**config.mk**
```make
export PLATFORM = sky130hd
export DESIGN_NAME = seb_status_bank
export DESIGN_NICKNAME = d
export VERILOG_FILES = /design/src/common/seb_pkg.sv /design/src/seb_status_bank.sv
export SDC_FILE = /design/constraint.sdc
export NUM_CORES = 1
export LEC_CHECK = 0
export BUFFER_PORTS_ARGS = -buffer_cell sky130_fd_sc_hd__buf_2
export CORE_AREA = 3 3 132 134
export DETAILED_ROUTE_END_ITERATION = 10
export DIE_AREA = 0 0 135 137
export PLACE_DENSITY_LB_ADDON = 0.1
export SYNTH_ARGS = -nofsm -noshare
export SYNTH_HDL_FRONTEND = slang
export SYNTH_SLANG_ARGS = --single-unit
export TNS_END_PERCENT = 30
```
**constraint.sdc**
```tcl
create_clock -name ref_clk -period 2 [get_ports ref_clk]
set_input_delay 0.2 -clock ref_clk [delete_from_list [all_inputs] [get_ports ref_clk]]
set_output_delay 0.2 -clock ref_clk [all_outputs]
set_load 0.02 [all_outputs]
```
**src/common/seb_pkg.sv**
```systemverilog
// Shared constants and types of the status and error register bank.
// Assumes an APB slave with byte addresses and one aligned 32-bit word per register.
package seb_pkg;

  // ----------------------------------------------------------------
  // Register map
  // ----------------------------------------------------------------
  localparam int          ADDR_W              = 8;
  localparam logic [7:0]  ADDR_SELF_DIAG      = 8'h00;
  localparam logic [7:0]  ADDR_MODULE_IO_ERR  = 8'h04;
  localparam logic [7:0]  ADDR_MODULE_ERR     = 8'h08;
  localparam logic [7:0]  ADDR_SETTING_NUM    = 8'h0c;
  localparam logic [7:0]  ADDR_PORT4_ERR      = 8'h10;
  localparam logic [7:0]  ADDR_PORT23_ERR     = 8'h14;
  localparam logic [7:0]  ADDR_EXP_MISMATCH   = 8'h18;
  localparam logic [7:0]  ADDR_MSG_STATUS     = 8'h1c;
  localparam logic [7:0]  ADDR_MSG_RESULT     = 8'h20;
  localparam logic [7:0]  ADDR_IRQ_STATUS     = 8'h24;
  localparam logic [7:0]  ADDR_IRQ_MASK       = 8'h28;

  // ----------------------------------------------------------------
  // Field positions and reset values
  // ----------------------------------------------------------------
  localparam int          MSG_READY_BIT       = 0;
  localparam int          MSG_RESULT_BIT      = 1;
  localparam int          IRQ_W               = 8;
  localparam int          EV_MSG_DONE         = 0;
  localparam int          EV_SELF_DIAG        = 1;
  localparam int          EV_MODULE_IO        = 2;
  localparam int          EV_MODULE           = 3;
  localparam int          EV_SETTING          = 4;
  localparam int          EV_PORT4            = 5;
  localparam int          EV_PORT23           = 6;
  localparam int          EV_EXPANSION        = 7;
  localparam logic [15:0] RST_WORD            = 16'h0000;
  localparam logic [7:0]  RST_IRQ             = 8'h00;

  // ----------------------------------------------------------------
  // Types
  // ----------------------------------------------------------------
  typedef enum logic [0:0] {
    SEB_IDLE = 1'b0,
    SEB_BUSY = 1'b1
  } seb_op_t;

  // Event inputs from the controller core, one-cycle pulses with data
  typedef struct packed {
    logic        opStart;
    logic        opEnd;
    logic        opError;
    logic [15:0] opErrCode;
    logic        diagValid;
    logic [15:0] diagCode;
    logic [1:0]  moduleIoErr;
    logic [1:0]  moduleErr;
    logic        settingValid;
    logic [15:0] settingNum;
    logic [15:0] port4Err;
    logic [5:0]  port23Err;
  } seb_evt_t;

  typedef struct packed {
    seb_op_t     op;
    logic        resultFlag;
    logic [15:0] resultCode;
    logic [15:0] selfDiagCode;
    logic [15:0] moduleIoErr;
    logic [15:0] moduleErr;
    logic [15:0] settingNum;
    logic [15:0] port4Err;
    logic [15:0] port23Err;
    logic [15:0] expBaseline;
    logic        baselineValid;
    logic [15:0] expMismatch;
    logic [7:0]  irqStatus;
    logic [7:0]  irqMask;
    logic [31:0] prdata;
  } seb_state_t;

endpackage : seb_pkg

```
**src/seb_status_bank.sv**
```systemverilog
// Status and error register bank with an APB slave and one interrupt.
// Assumes the core delivers event pulses synchronous to ref_clk and
// that expInstalled is stable at and after reset release.
//
// Notes on behaviour
// - Ready low while message operation runs.
// - Result flag 0 normal, 1 on error.
// - Abnormal end stores error code word.
// - Self-diagnosis error code stored on detect.
// - Module I/O error sets extension bit.
// - Module error sets position bit, 1=error.
// - Inconsistent setting stores its register number.
// - Port four errors as 16 bits.
// - Ports two/three overflow, parity, overrun bits.
// - Expansion install change sets mismatch bit.
//
// The APB interface to the registers and the address map were decided locally.
module seb_status_bank
  import seb_pkg::*;
(
  input  wire logic              ref_clk,
  input  wire logic              rst_n,
  input  wire logic              psel,
  input  wire logic              penable,
  input  wire logic              pwrite,
  input  wire logic [ADDR_W-1:0] paddr,
  input  wire logic [31:0]       pwdata,
  output logic      [31:0]       prdata,
  output logic                   pready,
  output logic                   pslverr,
  input  wire seb_evt_t          evt,
  input  wire logic [15:0]       expInstalled,
  output logic                   msgReady,
  output logic                   irq
);

  // ----------------------------------------------------------------
  // Address decode
  // ----------------------------------------------------------------
  function automatic logic isMapped(input logic [ADDR_W-1:0] a);
    unique case (a)
      ADDR_SELF_DIAG, ADDR_MODULE_IO_ERR, ADDR_MODULE_ERR, ADDR_SETTING_NUM,
      ADDR_PORT4_ERR, ADDR_PORT23_ERR, ADDR_EXP_MISMATCH, ADDR_MSG_STATUS,
      ADDR_MSG_RESULT, ADDR_IRQ_STATUS, ADDR_IRQ_MASK: isMapped = 1'b1;
      default:                                       isMapped = 1'b0;
    endcase
  endfunction

  function automatic logic [31:0] readWord(input seb_state_t s,
                                           input logic [ADDR_W-1:0] a);
    logic [31:0] w;
    w = 32'h0000_0000;
    unique case (a)
      ADDR_SELF_DIAG:     w[15:0] = s.selfDiagCode;
      ADDR_MODULE_IO_ERR: w[15:0] = s.moduleIoErr;
      ADDR_MODULE_ERR:    w[15:0] = s.moduleErr;
      ADDR_SETTING_NUM:   w[15:0] = s.settingNum;
      ADDR_PORT4_ERR:     w[15:0] = s.port4Err;
      ADDR_PORT23_ERR:    w[15:0] = s.port23Err;
      ADDR_EXP_MISMATCH:  w[15:0] = s.expMismatch;
      ADDR_MSG_STATUS: begin
        w[MSG_READY_BIT]  = (s.op == SEB_IDLE);
        w[MSG_RESULT_BIT] = s.resultFlag;
      end
      ADDR_MSG_RESULT:    w[15:0] = s.resultCode;
      ADDR_IRQ_STATUS:    w[IRQ_W-1:0] = s.irqStatus;
      ADDR_IRQ_MASK:      w[IRQ_W-1:0] = s.irqMask;
      default:            w = 32'h0000_0000;
    endcase
    return w;
  endfunction

  // ----------------------------------------------------------------
  // State
  // ----------------------------------------------------------------
  seb_state_t  st;
  seb_state_t  next_st;
  logic        setupRd;
  logic        accWr;
  logic [7:0]  events;
  logic [15:0] diffBits;

  // Read data is sampled in the setup cycle so prdata comes from a flop
  // while the slave still answers with zero wait states.
  assign setupRd  = psel && !penable && !pwrite;
  assign accWr    = psel && penable && pwrite;
  assign pready   = 1'b1;
  assign pslverr  = psel && penable && !isMapped(paddr);
  assign prdata   = st.prdata;
  assign msgReady = (st.op == SEB_IDLE);
  assign irq      = |(st.irqStatus & st.irqMask);
  assign diffBits = st.baselineValid ? (expInstalled ^ st.expBaseline) : RST_WORD;

  // ----------------------------------------------------------------
  // Next state
  // ----------------------------------------------------------------
  always_comb begin
    next_st = st;
    events  = 8'h00;

    unique case (st.op)
      SEB_IDLE: begin
        if (evt.opStart) begin
          next_st.op = SEB_BUSY;
        end
      end
      SEB_BUSY: begin
        if (evt.opEnd) begin
          next_st.op         = evt.opStart ? SEB_BUSY : SEB_IDLE;
          next_st.resultFlag = evt.opError;
          events[EV_MSG_DONE] = 1'b1;
          if (evt.opError) begin
            next_st.resultCode = evt.opErrCode;
          end
        end
      end
    endcase

    if (evt.diagValid) begin
      next_st.selfDiagCode = evt.diagCode;
      events[EV_SELF_DIAG] = 1'b1;
    end
    // Extension 1 sits in bit 0, extension 2 in bit 1
    next_st.moduleIoErr[1:0] = st.moduleIoErr[1:0] | evt.moduleIoErr;
    events[EV_MODULE_IO]     = |evt.moduleIoErr;
    next_st.moduleErr[1:0]   = st.moduleErr[1:0] | evt.moduleErr;
    events[EV_MODULE]        = |evt.moduleErr;
    if (evt.settingValid) begin
      next_st.settingNum = evt.settingNum;
      events[EV_SETTING] = 1'b1;
    end
    next_st.port4Err        = st.port4Err | evt.port4Err;
    events[EV_PORT4]        = |evt.port4Err;
    next_st.port23Err[5:0]  = st.port23Err[5:0] | evt.port23Err;
    events[EV_PORT23]       = |evt.port23Err;

    // Baseline taken at the first edge after release, never under reset
    if (!st.baselineValid) begin
      next_st.expBaseline   = expInstalled;
      next_st.baselineValid = 1'b1;
    end
    next_st.expMismatch     = st.expMismatch | diffBits;
    events[EV_EXPANSION]    = |diffBits;

    // Only mask and interrupt status accept writes; set wins over clear
    if (accWr && paddr == ADDR_IRQ_MASK) begin
      next_st.irqMask = pwdata[IRQ_W-1:0];
    end
    next_st.irqStatus = st.irqStatus | events;
    if (accWr && paddr == ADDR_IRQ_STATUS) begin
      next_st.irqStatus = (st.irqStatus & ~pwdata[IRQ_W-1:0]) | events;
    end
    // Writes to the status words fall through here untouched

    if (setupRd) begin
      next_st.prdata = readWord(st, paddr);
    end
  end

  always_ff @(posedge ref_clk) begin
    if (!rst_n) begin
      st.op            <= SEB_IDLE;
      st.resultFlag    <= 1'b0;
      st.resultCode    <= RST_WORD;
      st.selfDiagCode  <= RST_WORD;
      st.moduleIoErr   <= RST_WORD;
      st.moduleErr     <= RST_WORD;
      st.settingNum    <= RST_WORD;
      st.port4Err      <= RST_WORD;
      st.port23Err     <= RST_WORD;
      st.expBaseline   <= RST_WORD;
      st.baselineValid <= 1'b0;
      st.expMismatch   <= RST_WORD;
      st.irqStatus     <= RST_IRQ;
      st.irqMask       <= RST_IRQ;
      st.prdata        <= 32'h0000_0000;
    end else begin
      st <= next_st;
    end
  end
endmodule // seb_status_bank

```
==> results.md, run 1 <==
* Status: complete, no violations
* Storage element area at 2820 sq um
* Port Buffers at 134
* R2R Setup Slk at 520 ps
* Ports at 176
* Core Region at 16400 sq um
* TritonCTS Buffers at 17
* Largest net degree at the start of global routing at 81
* Final ANT Viol Nets at 0
* Area delta synth->final at 25.1%
* GR Util All Layers at 0.209
* Max-cap viol count at 0
* Crit-path cells: buf_2, and2_1, o21ai_0, a21oi_1, buf_2
* Crit end category: primary output
* Critical path arrival at approximately 1400 ps
* Multi-input gate area at 3220 sq um
* Number of hold buffers added after cts at 20
* Ys Warns at 0
* Leak Pwr at 3.40 nW
* #FFs+latches synth at 141
* Crit Path Class: input port to primary output
* Syn_area_per_cell at 9.48 sq um
* Vias/cell at 5.08
* TritonCTS clock tree: yes
* Placed Area at slightly above 7000 sq um
* H-tree level count at 4
* # fillers at 1616
* Post_cts resized at 0
* Final nets at about 960
* Skew-Pair Late Insertion Delay at 420 ps
* Post-CTS Setup Bufs at 0
* Wire length on met1 at 8.71 mm
* DR DRC count at 0
* Post-route cell area at between 8000 and 9000 sq um
* Post-synth top area cell: dfxtp_1
* Most used flip-flop cell after synthesis: dfxtp_1
* Finish-stage setup viols at 0
* Max-slew violation count at 0
* Drt pass-1 iters at 4
* WHS at 16.1 ps
* Post-Syn Instances at approximately 680
* Worst Tran Pin Value at between 600 and 700 ps
* Largest fanout on the critical path at 14
* Final TNS setup at 0 ps
* Worst IR Drop VDD at 590 uV
* Clk_skew at 8.36 ps
* Max layer used: met5
* Distinct cell type count after synthesis at 52
* GPL Wtd Cong at about 0.9
* Most frequent CP cell: buf_2
* Met2 WL at 8.87 mm
* Final period utilization at 0.813
* Post-synthesis cell area at 6450 sq um
* CP startpoint kind: input port
* P per Cell Area at 888 nW/um^2
* Number of global-route vias before repair at 5376
* First-pass GRT wire length at slightly below 30 mm
* Vias at 5353
* Root buf cell: clkbuf_16
* Minimum clock period at 1630 ps
* Share of cells above drive strength 1 at 0.255
* Setup WS post-layout at between 300 and 400 ps
* Slew headroom at 0.581
* Area contributors post-synth: dfxtp_1 44%, mux2i_1 9.5%, nor2b_1 7.0%
* Clock net sink count at 141
* CP peak stage delay at 360 ps
* Drt total wl at 19.2 mm
* Longest Clk Path Bufs at 2
* Fmax at about 0.6 GHz
* Initial Util at 0.393
* Register area share after synthesis at 0.437
* Total grt overflow at 0
* # rows at 47
* Slowest CP cell: and2_1
* Final Util at 0.492
* Fraction of registers with async set/reset at 0
* Final hold viol count at 0
* WP data required at 1800 ps
* Die X at 135 um
* Worst-path clk slew at around 60 ps
* 1st-iter DRT viols at between 300 and 400
* Metal3 WL at between 1 and 1.5 mm
* Min-delay worst type: input port to flip-flop
* Worst path buffer plus inverter count at 2
* Kind of cell adding the most delay to the critical path: buffers and inverters
* Final HPWL DP at about 15 mm
* WL/cell at 18.2 um
* EDFF count, synth at 0
* Initial antenna violation count at 4
* DP Worst Slack at 177 ps
* Share of the synthesized area in the top cell type at 0.437
* DIE HEIGHT at 137 um
* Die area at approximately 18000 sq um
* RSZ-0062 raised after global routing: no
[layout make-up]
type / instances / share of cell area
multi-input combinational: 474 / 0.399
sequential: 141 / 0.350
timing repair buffer: 184 / 0.138
clock buffer: 20 / 0.0566
tap: 220 / 0.0341
clock inverter: 11 / 0.0206
inverter: 3 / 0.00140
antenna: 1 / 0.000310
[cells in the mapped netlist (6+ instances only)]
cell / number
nor2b_1: 72
o21ai_0: 16
buf_2: 11
mux2i_1: 61
nand2_1: 74
nor4_1: 10
a32o_1: 7
a221oi_1: 7
and3_1: 6
a21oi_1: 34
nand3_1: 7
nor2_1: 15
clkbuf_1: 26
mux2_2: 11
a22oi_1: 18
buf_4: 35
a21boi_0: 24
o21a_1: 27
dfxtp_1: 141
xor2_1: 16
[stage by stage]
stage | cells | power (mW)
2_1_floorplan | 696 | 3.58
3_3_place_gp | 1001 | 3.85
3_5_place_dp | 1001 | 3.86
4_1_cts | 1052 | 7.23
5_1_grt | 1054 | 7.44
6_report | 1054 | 7.17
[sequential cells by signal (all words and copies together), names as in the netlist]
name / cells
prdata: 16
st: 125
[where the power goes]
part / switching [mW] / internal (mW) / total [mW]
logic: 0.404 / 0.359 / 0.763
clock network: 1.19 / 2.14 / 3.33
registers: 0.111 / 2.96 / 3.08
[cells by family (layout without fill, tap and decap cells)]
group	after synthesis	in the layout	share of synthesized area
simple gates	205	205	0.174
compound gates	163	163	0.178
flops	141	141	0.437
buf+inv	81	218	0.0719
mux	72	72	0.114
xor+xnor	16	16	0.0217
other cells	2	18	0.00116
fa+ha+maj	1	1	0.00155
[routing by layer]
layer / vias up / global-route usage
li1: 2634 / -
met1: 2524 / 0.278
met2: 165 / 0.333
met3: 24 / 0.0592
met4: 6 / 0.0571
met5: - / 0
[path summary, 6_finish.rpt]
path,to,cells after the start,from
max reg2reg,prdata[3]$_SDFFE_PN0P_,4,st[43]$_SDFF_PN0_
min reg2reg,prdata[6]$_SDFFE_PN0P_,2,prdata[6]$_SDFFE_PN0P_
min,st[106]$_SDFF_PN0_,2,evt[15]
max,pslverr,5,paddr[2]
[cell usage in the layout (no fill, tap or decap), types with 21 or more instances in the layout]
cell / netlist / layout
nand2_1: 74 / 74
o21a_1: 27 / 27
buf_2: 11 / 133
mux2i_1: 61 / 61
dlygate4sd3_1: 0 / 21
nor2b_1: 72 / 72
a21oi_1: 34 / 34
dfxtp_1: 141 / 141
a21boi_0: 24 / 24
buf_4: 35 / 29
Note: power is estimated with default switching activity, not from simulation.
==> run 2, diff against run 1 <==
==> constraint.sdc (replaced) <==
create_clock -name ref_clk -period 1.65 [get_ports ref_clk]
set_input_delay 0.165 -clock ref_clk [delete_from_list [all_inputs] [get_ports ref_clk]]
set_output_delay 0.165 -clock ref_clk [all_outputs]
set_load 0.02 [all_outputs]
==> run 2 against run 1 <==
Flip-flop and latch count unchanged; critical path depth down 2; sequential share of layout area down 1.7 points; sequential power up 21%; core utilization up 2.5 points; via count up 2.5%; clock skew up 1.4 ps; critical path type is now flip-flop to primary output; critical endpoint is now irq; largest power group unchanged.
==> results.md, run 2 (synthesized netlist as in run 1, its figures left out) <==
* Finished Layout Cells at 1100 (+4.4%)
* Initial Util at 0.393 (unchanged)
* Core Region at 16400 sq um (unchanged)
* Status: complete, no violations
* Leading cell type in the layout, fill and taps excluded: dfxtp_1
* WL/cell at 17.5 um (-3.9%)
* Minimum clock period at 1460 ps
* WP data required at 1480 ps (-320 ps)
* Cells after DPL at 1021 (+2.0%)
* Max FFs per register at 125 (unchanged)
* Largest fanout on the critical path at 3 (-11)
* 1st-iter DRT viols at 392 (+26%)
* Largest net degree at the start of global routing at 59 (-27%)
* H-tree level count at 4 (unchanged)
* Total power at 8.71 mW (+22%)
* Multi-input gate area at 3220 sq um (unchanged)
* TritonCTS Buffers at 17 (unchanged)
* TritonCTS clock tree: yes
* WHS at 10.4 ps (-5.68 ps)
* Worst Tran Pin Value at 624 ps (-5.20 ps)
* Vias at 5486 (+2.5%)
* Total grt overflow at 0 (unchanged)
* Area delta synth->final at 31.4%
* Crit-path cells: a22oi_1, nand4_1, buf_2
* Most frequent cells in the layout: 141 x dfxtp_1, 133 x buf_2, 74 x nand2_1
* Final period utilization at 0.884
* Skew-Pair Late Insertion Delay at 420 ps (about the same)
* GPL Wtd Cong at 0.929 (+3.1%)
* Clk_skew at 9.79 ps (+1.42 ps)
* Final nets at 1006 (+4.7%)
* Worst IR Drop VDD at 682 uV (+15%)
* Leak Pwr at 3.61 nW (+6.2%)
* Final ANT Viol Nets at 0 (unchanged)
* Vias/cell at 4.99 (-1.8%)
* GR Util All Layers at 0.208 (about the same)
* Port Buffers at 134 (unchanged)
* Number of global-route vias before repair at 5395 (+0.35%)
* Share of cells above drive strength 1 at 0.265 (+0.0106)
* Die X at 135 um (unchanged)
* CP startpoint kind: flip-flop
* Ports at 176 (unchanged)
* Drt total wl at 19.3 mm (+0.34%)
* Biggest register: st
* # fillers at 1541 (-4.6%)
* Finish-stage setup viols at 0 (unchanged)
* Final HPWL DP at 14.8 mm (+0.33%)
* # rows at 47 (unchanged)
* Drt pass-1 iters at 5 (+1)
* DR DRC count at 0 (unchanged)
* Fmax at 0.686 GHz
* Root buf cell: clkbuf_16
* Longest Clk Path Bufs at 2 (unchanged)
* Crit Path Class: flip-flop to primary output
* Max-slew violation count at 0 (unchanged)
* Critical path arrival at 1290 ps (-140 ps)
* Final hold viol count at 0 (unchanged)
* First-pass GRT wire length at 29.7 mm (+0.79%)
* Clock net sink count at 141 (unchanged)
* RSZ-0062 raised after global routing: no
* Crit end category: primary output
* Post-CTS Setup Bufs at 0 (unchanged)
* Die area at 18500 sq um (unchanged)
* Initial antenna violation count at 0 (-4)
* DIE HEIGHT at 137 um (unchanged)
* CP peak stage delay at 340 ps (-20 ps)
* Max-cap viol count at 0 (unchanged)
* Slowest CP cell: dfxtp_1
* R2R Setup Slk at 210 ps (-310 ps)
* Setup WS post-layout at 192 ps (-182 ps)
* Slew headroom at 0.584 (+0.00346)
* Largest registers: st x125, prdata x16
* DP Worst Slack at -47.3 ps (-225 ps)
* P per Cell Area at 1030 nW/um^2 (+16%)
* Storage element area at 2820 sq um (unchanged)
* Min-delay worst type: input port to flip-flop
* Worst-path clk slew at 60 ps (about the same)
* Final TNS setup at 0 ps (unchanged)
run 2: cell count changes in the layout (fill, tap and decap cells not counted), sizes merged:
cell	change
clkbuf	+2
dlygate4sd3	+25
buf	+20
bufinv	-1
run 2: path summary, 6_finish.rpt:
| path | startpoint | to | depth (start not counted) |
|---|---|---|---|
| setup / recovery | st[46]$_SDFF_PN0_ | irq | 3 |
| hold / removal | evt[48] | st[166]$_SDFFE_PN0P_ | 3 |
| hold reg to reg | prdata[4]$_SDFFE_PN0P_ | prdata[4]$_SDFFE_PN0P_ | 2 |
| setup reg to reg | st[76]$_SDFFE_PN0N_ | st[47]$_SDFF_PN0_ | 4 |
run 2: area by class of cell:
type / instances / share of cell area
Clock buffer: 22 / 0.0571
Timing Repair Buffer: 229 / 0.180
Tap cell: 220 / 0.0325
Sequential cell: 141 / 0.333
Multi-Input combinational cell: 474 / 0.380
Clock inverter: 10 / 0.0161
Antenna cell: 1 / 0.000295
Inverter: 3 / 0.00133
run 2: power breakdown:
part	switching, mW	internal (mW)	leakage (nW)	total [mW]
clock	1.46	2.53	0.298	3.99
combinational	0.502	0.496	2.14	0.997
sequential	0.131	3.59	1.16	3.72
total	2.09	6.62	3.61	8.71
run 2: layer usage:
metal | wire [um] | global-route usage | part of all wire | up-vias
met5 | 0 | 0 | 0 | -
met4 | 310 | 0.0582 | 0.016 | 0
met3 | 1150 | 0.0529 | 0.060 | 16
met2 | 8600 | 0.322 | 0.45 | 167
met1 | 9210 | 0.290 | 0.48 | 2565
li1 | - | - | - | 2738
run 2: metrics by stage:
step	utilization	cell area, sq um
final	0.517	8480
after global routing	0.517	8480
after CTS	0.517	8480
after detailed placement	0.451	7400
after global placement	0.451	7400
after floorplan	-	6510
run 2: what timing repair did:
item,in CTS,in global routing
gates resized for setup,0,0
setup endpoints to repair,0,0
hold buffers,46,0
hold endpoints to repair,49,0
run 2: critical path, delay by kind of cell, from the launching register on:
family | cells | cell delay, ps
buffers and inverters | 1 | 190
DFF | 1 | 340
and+or+nand+nor | 1 | 140
AOI/OAI and AO/OA | 1 | 210
==> run 3, diff against run 2 <==
--- a/config.mk
+++ b/config.mk
@@ -6,9 +6,9 @@
 export NUM_CORES = 1
 export LEC_CHECK = 0
 export BUFFER_PORTS_ARGS = -buffer_cell sky130_fd_sc_hd__buf_2
-export CORE_AREA = 3 3 132 134
+export CORE_AREA = 4 4 116 118
 export DETAILED_ROUTE_END_ITERATION = 10
-export DIE_AREA = 0 0 135 137
+export DIE_AREA = 0 0 120 122
 export PLACE_DENSITY_LB_ADDON = 0.1
 export SYNTH_ARGS = -nofsm -noshare
 export SYNTH_HDL_FRONTEND = slang
==> run 3 against run 2 <==
Die area down 21%; first-iteration DRC count shrank 1.5%; non-clock buffer count grew 3; design area shrank 0.32%; hold slack about the same; worst setup slack worse by 81 ps; critical path depth increased by 2; clock skew down 0.98 ps; largest power group unchanged.
==> results.md, run 3 (synthesized netlist as in run 1, its figures left out) <==
* Status: complete, no violations
* Min-delay worst type: input port to flip-flop
* WL/cell at 17.9 um (+2.4%)
* Largest registers: st x125, prdata x16
* Minimum clock period at 1540 ps (+80.6 ps)
* Sw frac at 0.243 (+0.00249)
* Fmax at 0.650 GHz (-5.2%)
* Ports at 176 (unchanged)
* Seq pwr share at 0.432 (+0.005)
* Final nets at 1009 (+0.30%)
* Drt pass-1 iters at 5 (unchanged)
* Number of global-route vias before repair at 5479 (+1.6%)
* H-tree level count at 4 (unchanged)
* Worst Tran Pin Value at 771 ps (+147 ps)
* Grt met1 use at 0.346 (+0.0559)
* Total grt overflow at 0 (unchanged)
* R2R cell count at 4 (unchanged)
* Leading cell type in the layout, fill and taps excluded: dfxtp_1
* Port Buffers at 134 (unchanged)
* Max-cap viol count at 0 (unchanged)
* Drt total wl at 18.9 mm (-1.8%)
* Final period utilization at 0.933 (+0.0489)
* Initial Util at 0.518 (+0.124)
* Total power at 8.61 mW (-1.2%)
* Worst R2R Start: st[79]$_SDFFE_PN0N_
* WHS Path Cells at 3 (unchanged)
* Slew headroom at 0.485 (-0.0990)
* Crit Path Class: input port to primary output
* Met2 Use GR at 0.431 (+0.109)
* Die area at 14600 sq um (-21%)
* Core Region at 12500 sq um (-24%)
* Pint at 6.52 mW (-1.5%)
* Root buf cell: clkbuf_16
* Biggest register: st
* Busiest grt layer: met2
* RSZ-0062 raised after global routing: no
* DR DRC count at 0 (unchanged)
* Critical path arrival at 1370 ps (+80 ps)
* Met3 global-route usage at 0.0529 (about the same)
* TritonCTS clock tree: yes
* Final ANT Viol Nets at 0 (unchanged)
* Worst-path clk slew at 60 ps (about the same)
* First-pass GRT wire length at 29.3 mm (-1.3%)
* Crit end category: primary output
* Final Util at 0.678 (+0.161)
* P per Cell Area at 1020 nW/um^2 (-0.85%)
* Max FFs per register at 125 (unchanged)
* # rows at 41 (-13%)
* Max-slew violation count at 0 (unchanged)
* TritonCTS Buffers at 17 (unchanged)
* Skew-Pair Late Insertion Delay at 420 ps (about the same)
* Largest net degree at the start of global routing at 136 (+130%)
* GR Util All Layers at 0.262 (+0.0531)
* Leak Pwr at 3.63 nW (+0.79%)
* Net Sw Power at 2.09 mW (-0.15%)
* Vias at 5561 (+1.4%)
* Antenna Cells at 0 (-1)
* Share of cells above drive strength 1 at 0.277 (+0.0116)
* Finish-stage setup viols at 0 (unchanged)
* Clk_skew at 8.81 ps (-0.976 ps)
* Longest Clk Path Bufs at 2 (unchanged)
* GPL Wtd Cong at 0.925 (-0.40%)
* 1st-iter DRT viols at 386 (-1.5%)
* Clock share of power at 0.451 (-0.007)
* Final hold viol count at 0 (unchanged)
* Worst IR Drop VDD at 781 uV (+15%)
* Initial antenna violation count at 0 (unchanged)
* Die X at 120 um (-11%)
* Final HPWL DP at 14.1 mm (-4.4%)
* Hold Startpoint: evt[68]
* Largest fanout on the critical path at 9 (+6)
* Vias/cell at 5.28 (+5.8%)
* Placed Area at 7460 sq um (+0.90%)
* DIE HEIGHT at 122 um (-11%)
* CP startpoint kind: input port
* Logic pwr share at 0.117 (+0.003)
* Area delta synth->final at 31.0%
* Crit path from: paddr[3]
* WP data required at 1480 ps (about the same)
* Clock net sink count at 141 (unchanged)
* Most frequent cells in the layout: 141 x dfxtp_1, 133 x buf_2, 74 x nand2_1
* Post-route cell area at 8450 sq um (-0.32%)
[run 3: worst max-delay path, cell delays in order]
cell and delay [ps]:
buf_2 190, and2_1 300, o21ai_0 180, a21oi_1 300
buf_2 230
[run 3: routing by layer]
metal	vias up	share of wire
li1	2743	-
met1	2614	0.45
met2	180	0.47
met3	24	0.057
met4	0	0.019
met5	-	0
[run 3: layout make-up]
type / instances / area [sq um]
clock buffer: 20 / 447
timing repair buffer: 232 / 1570
fill: 1048 / 4010
tap: 172 / 215
multi-input combinational: 474 / 3230
inverter: 3 / 11.3
clock inverter: 12 / 163
sequential: 141 / 2820
[run 3: per-stage QoR]
| step | worst slack (ps) | setup TNS, ps | hold slack, ps | std cells |
|---|---|---|---|---|
| 2_1_floorplan | 122 | 0 | 193 | 696 |
| 3_3_place_gp | -77.2 | -147 | 369 | 984 |
| 3_5_place_dp | -44.4 | -176 | 377 | 984 |
| 4_1_cts | 124 | 0 | 0.0196 | 1054 |
| 5_1_grt | 100 | 0 | 8.19 | 1054 |
| 6_report | 111 | 0 | 10.6 | 1054 |
[run 3: what timing repair did]
item                                    in CTS  in global routing
gates resized for setup                      0                  0
endpoints found under the setup margin       0                  0
endpoints found under the hold margin       40                  0
hold buffers                                38                  0
buffers inserted                             0                  0
[run 3: power by group through the flow]
stage / Clock [mW] / Sequential (mW) / Combinational [mW]
floorplan: 0 / 3.74 / 0.595
global placement: 0 / 3.78 / 0.908
detailed placement: 0 / 3.79 / 0.925
CTS: 3.94 / 3.72 / 0.999
global route: 4.09 / 3.74 / 1.09
finish: 3.88 / 3.72 / 1.01
[run 3: worst paths after layout]
| check | to | slack [ps] |
|---|---|---|
| max | pslverr | 110 |
| min | st[185]$_SDFFE_PN0P_ | 10 |
| max reg2reg | st[47]$_SDFF_PN0_ | 160 |
| min reg2reg | prdata[5]$_SDFFE_PN0P_ | 450 |
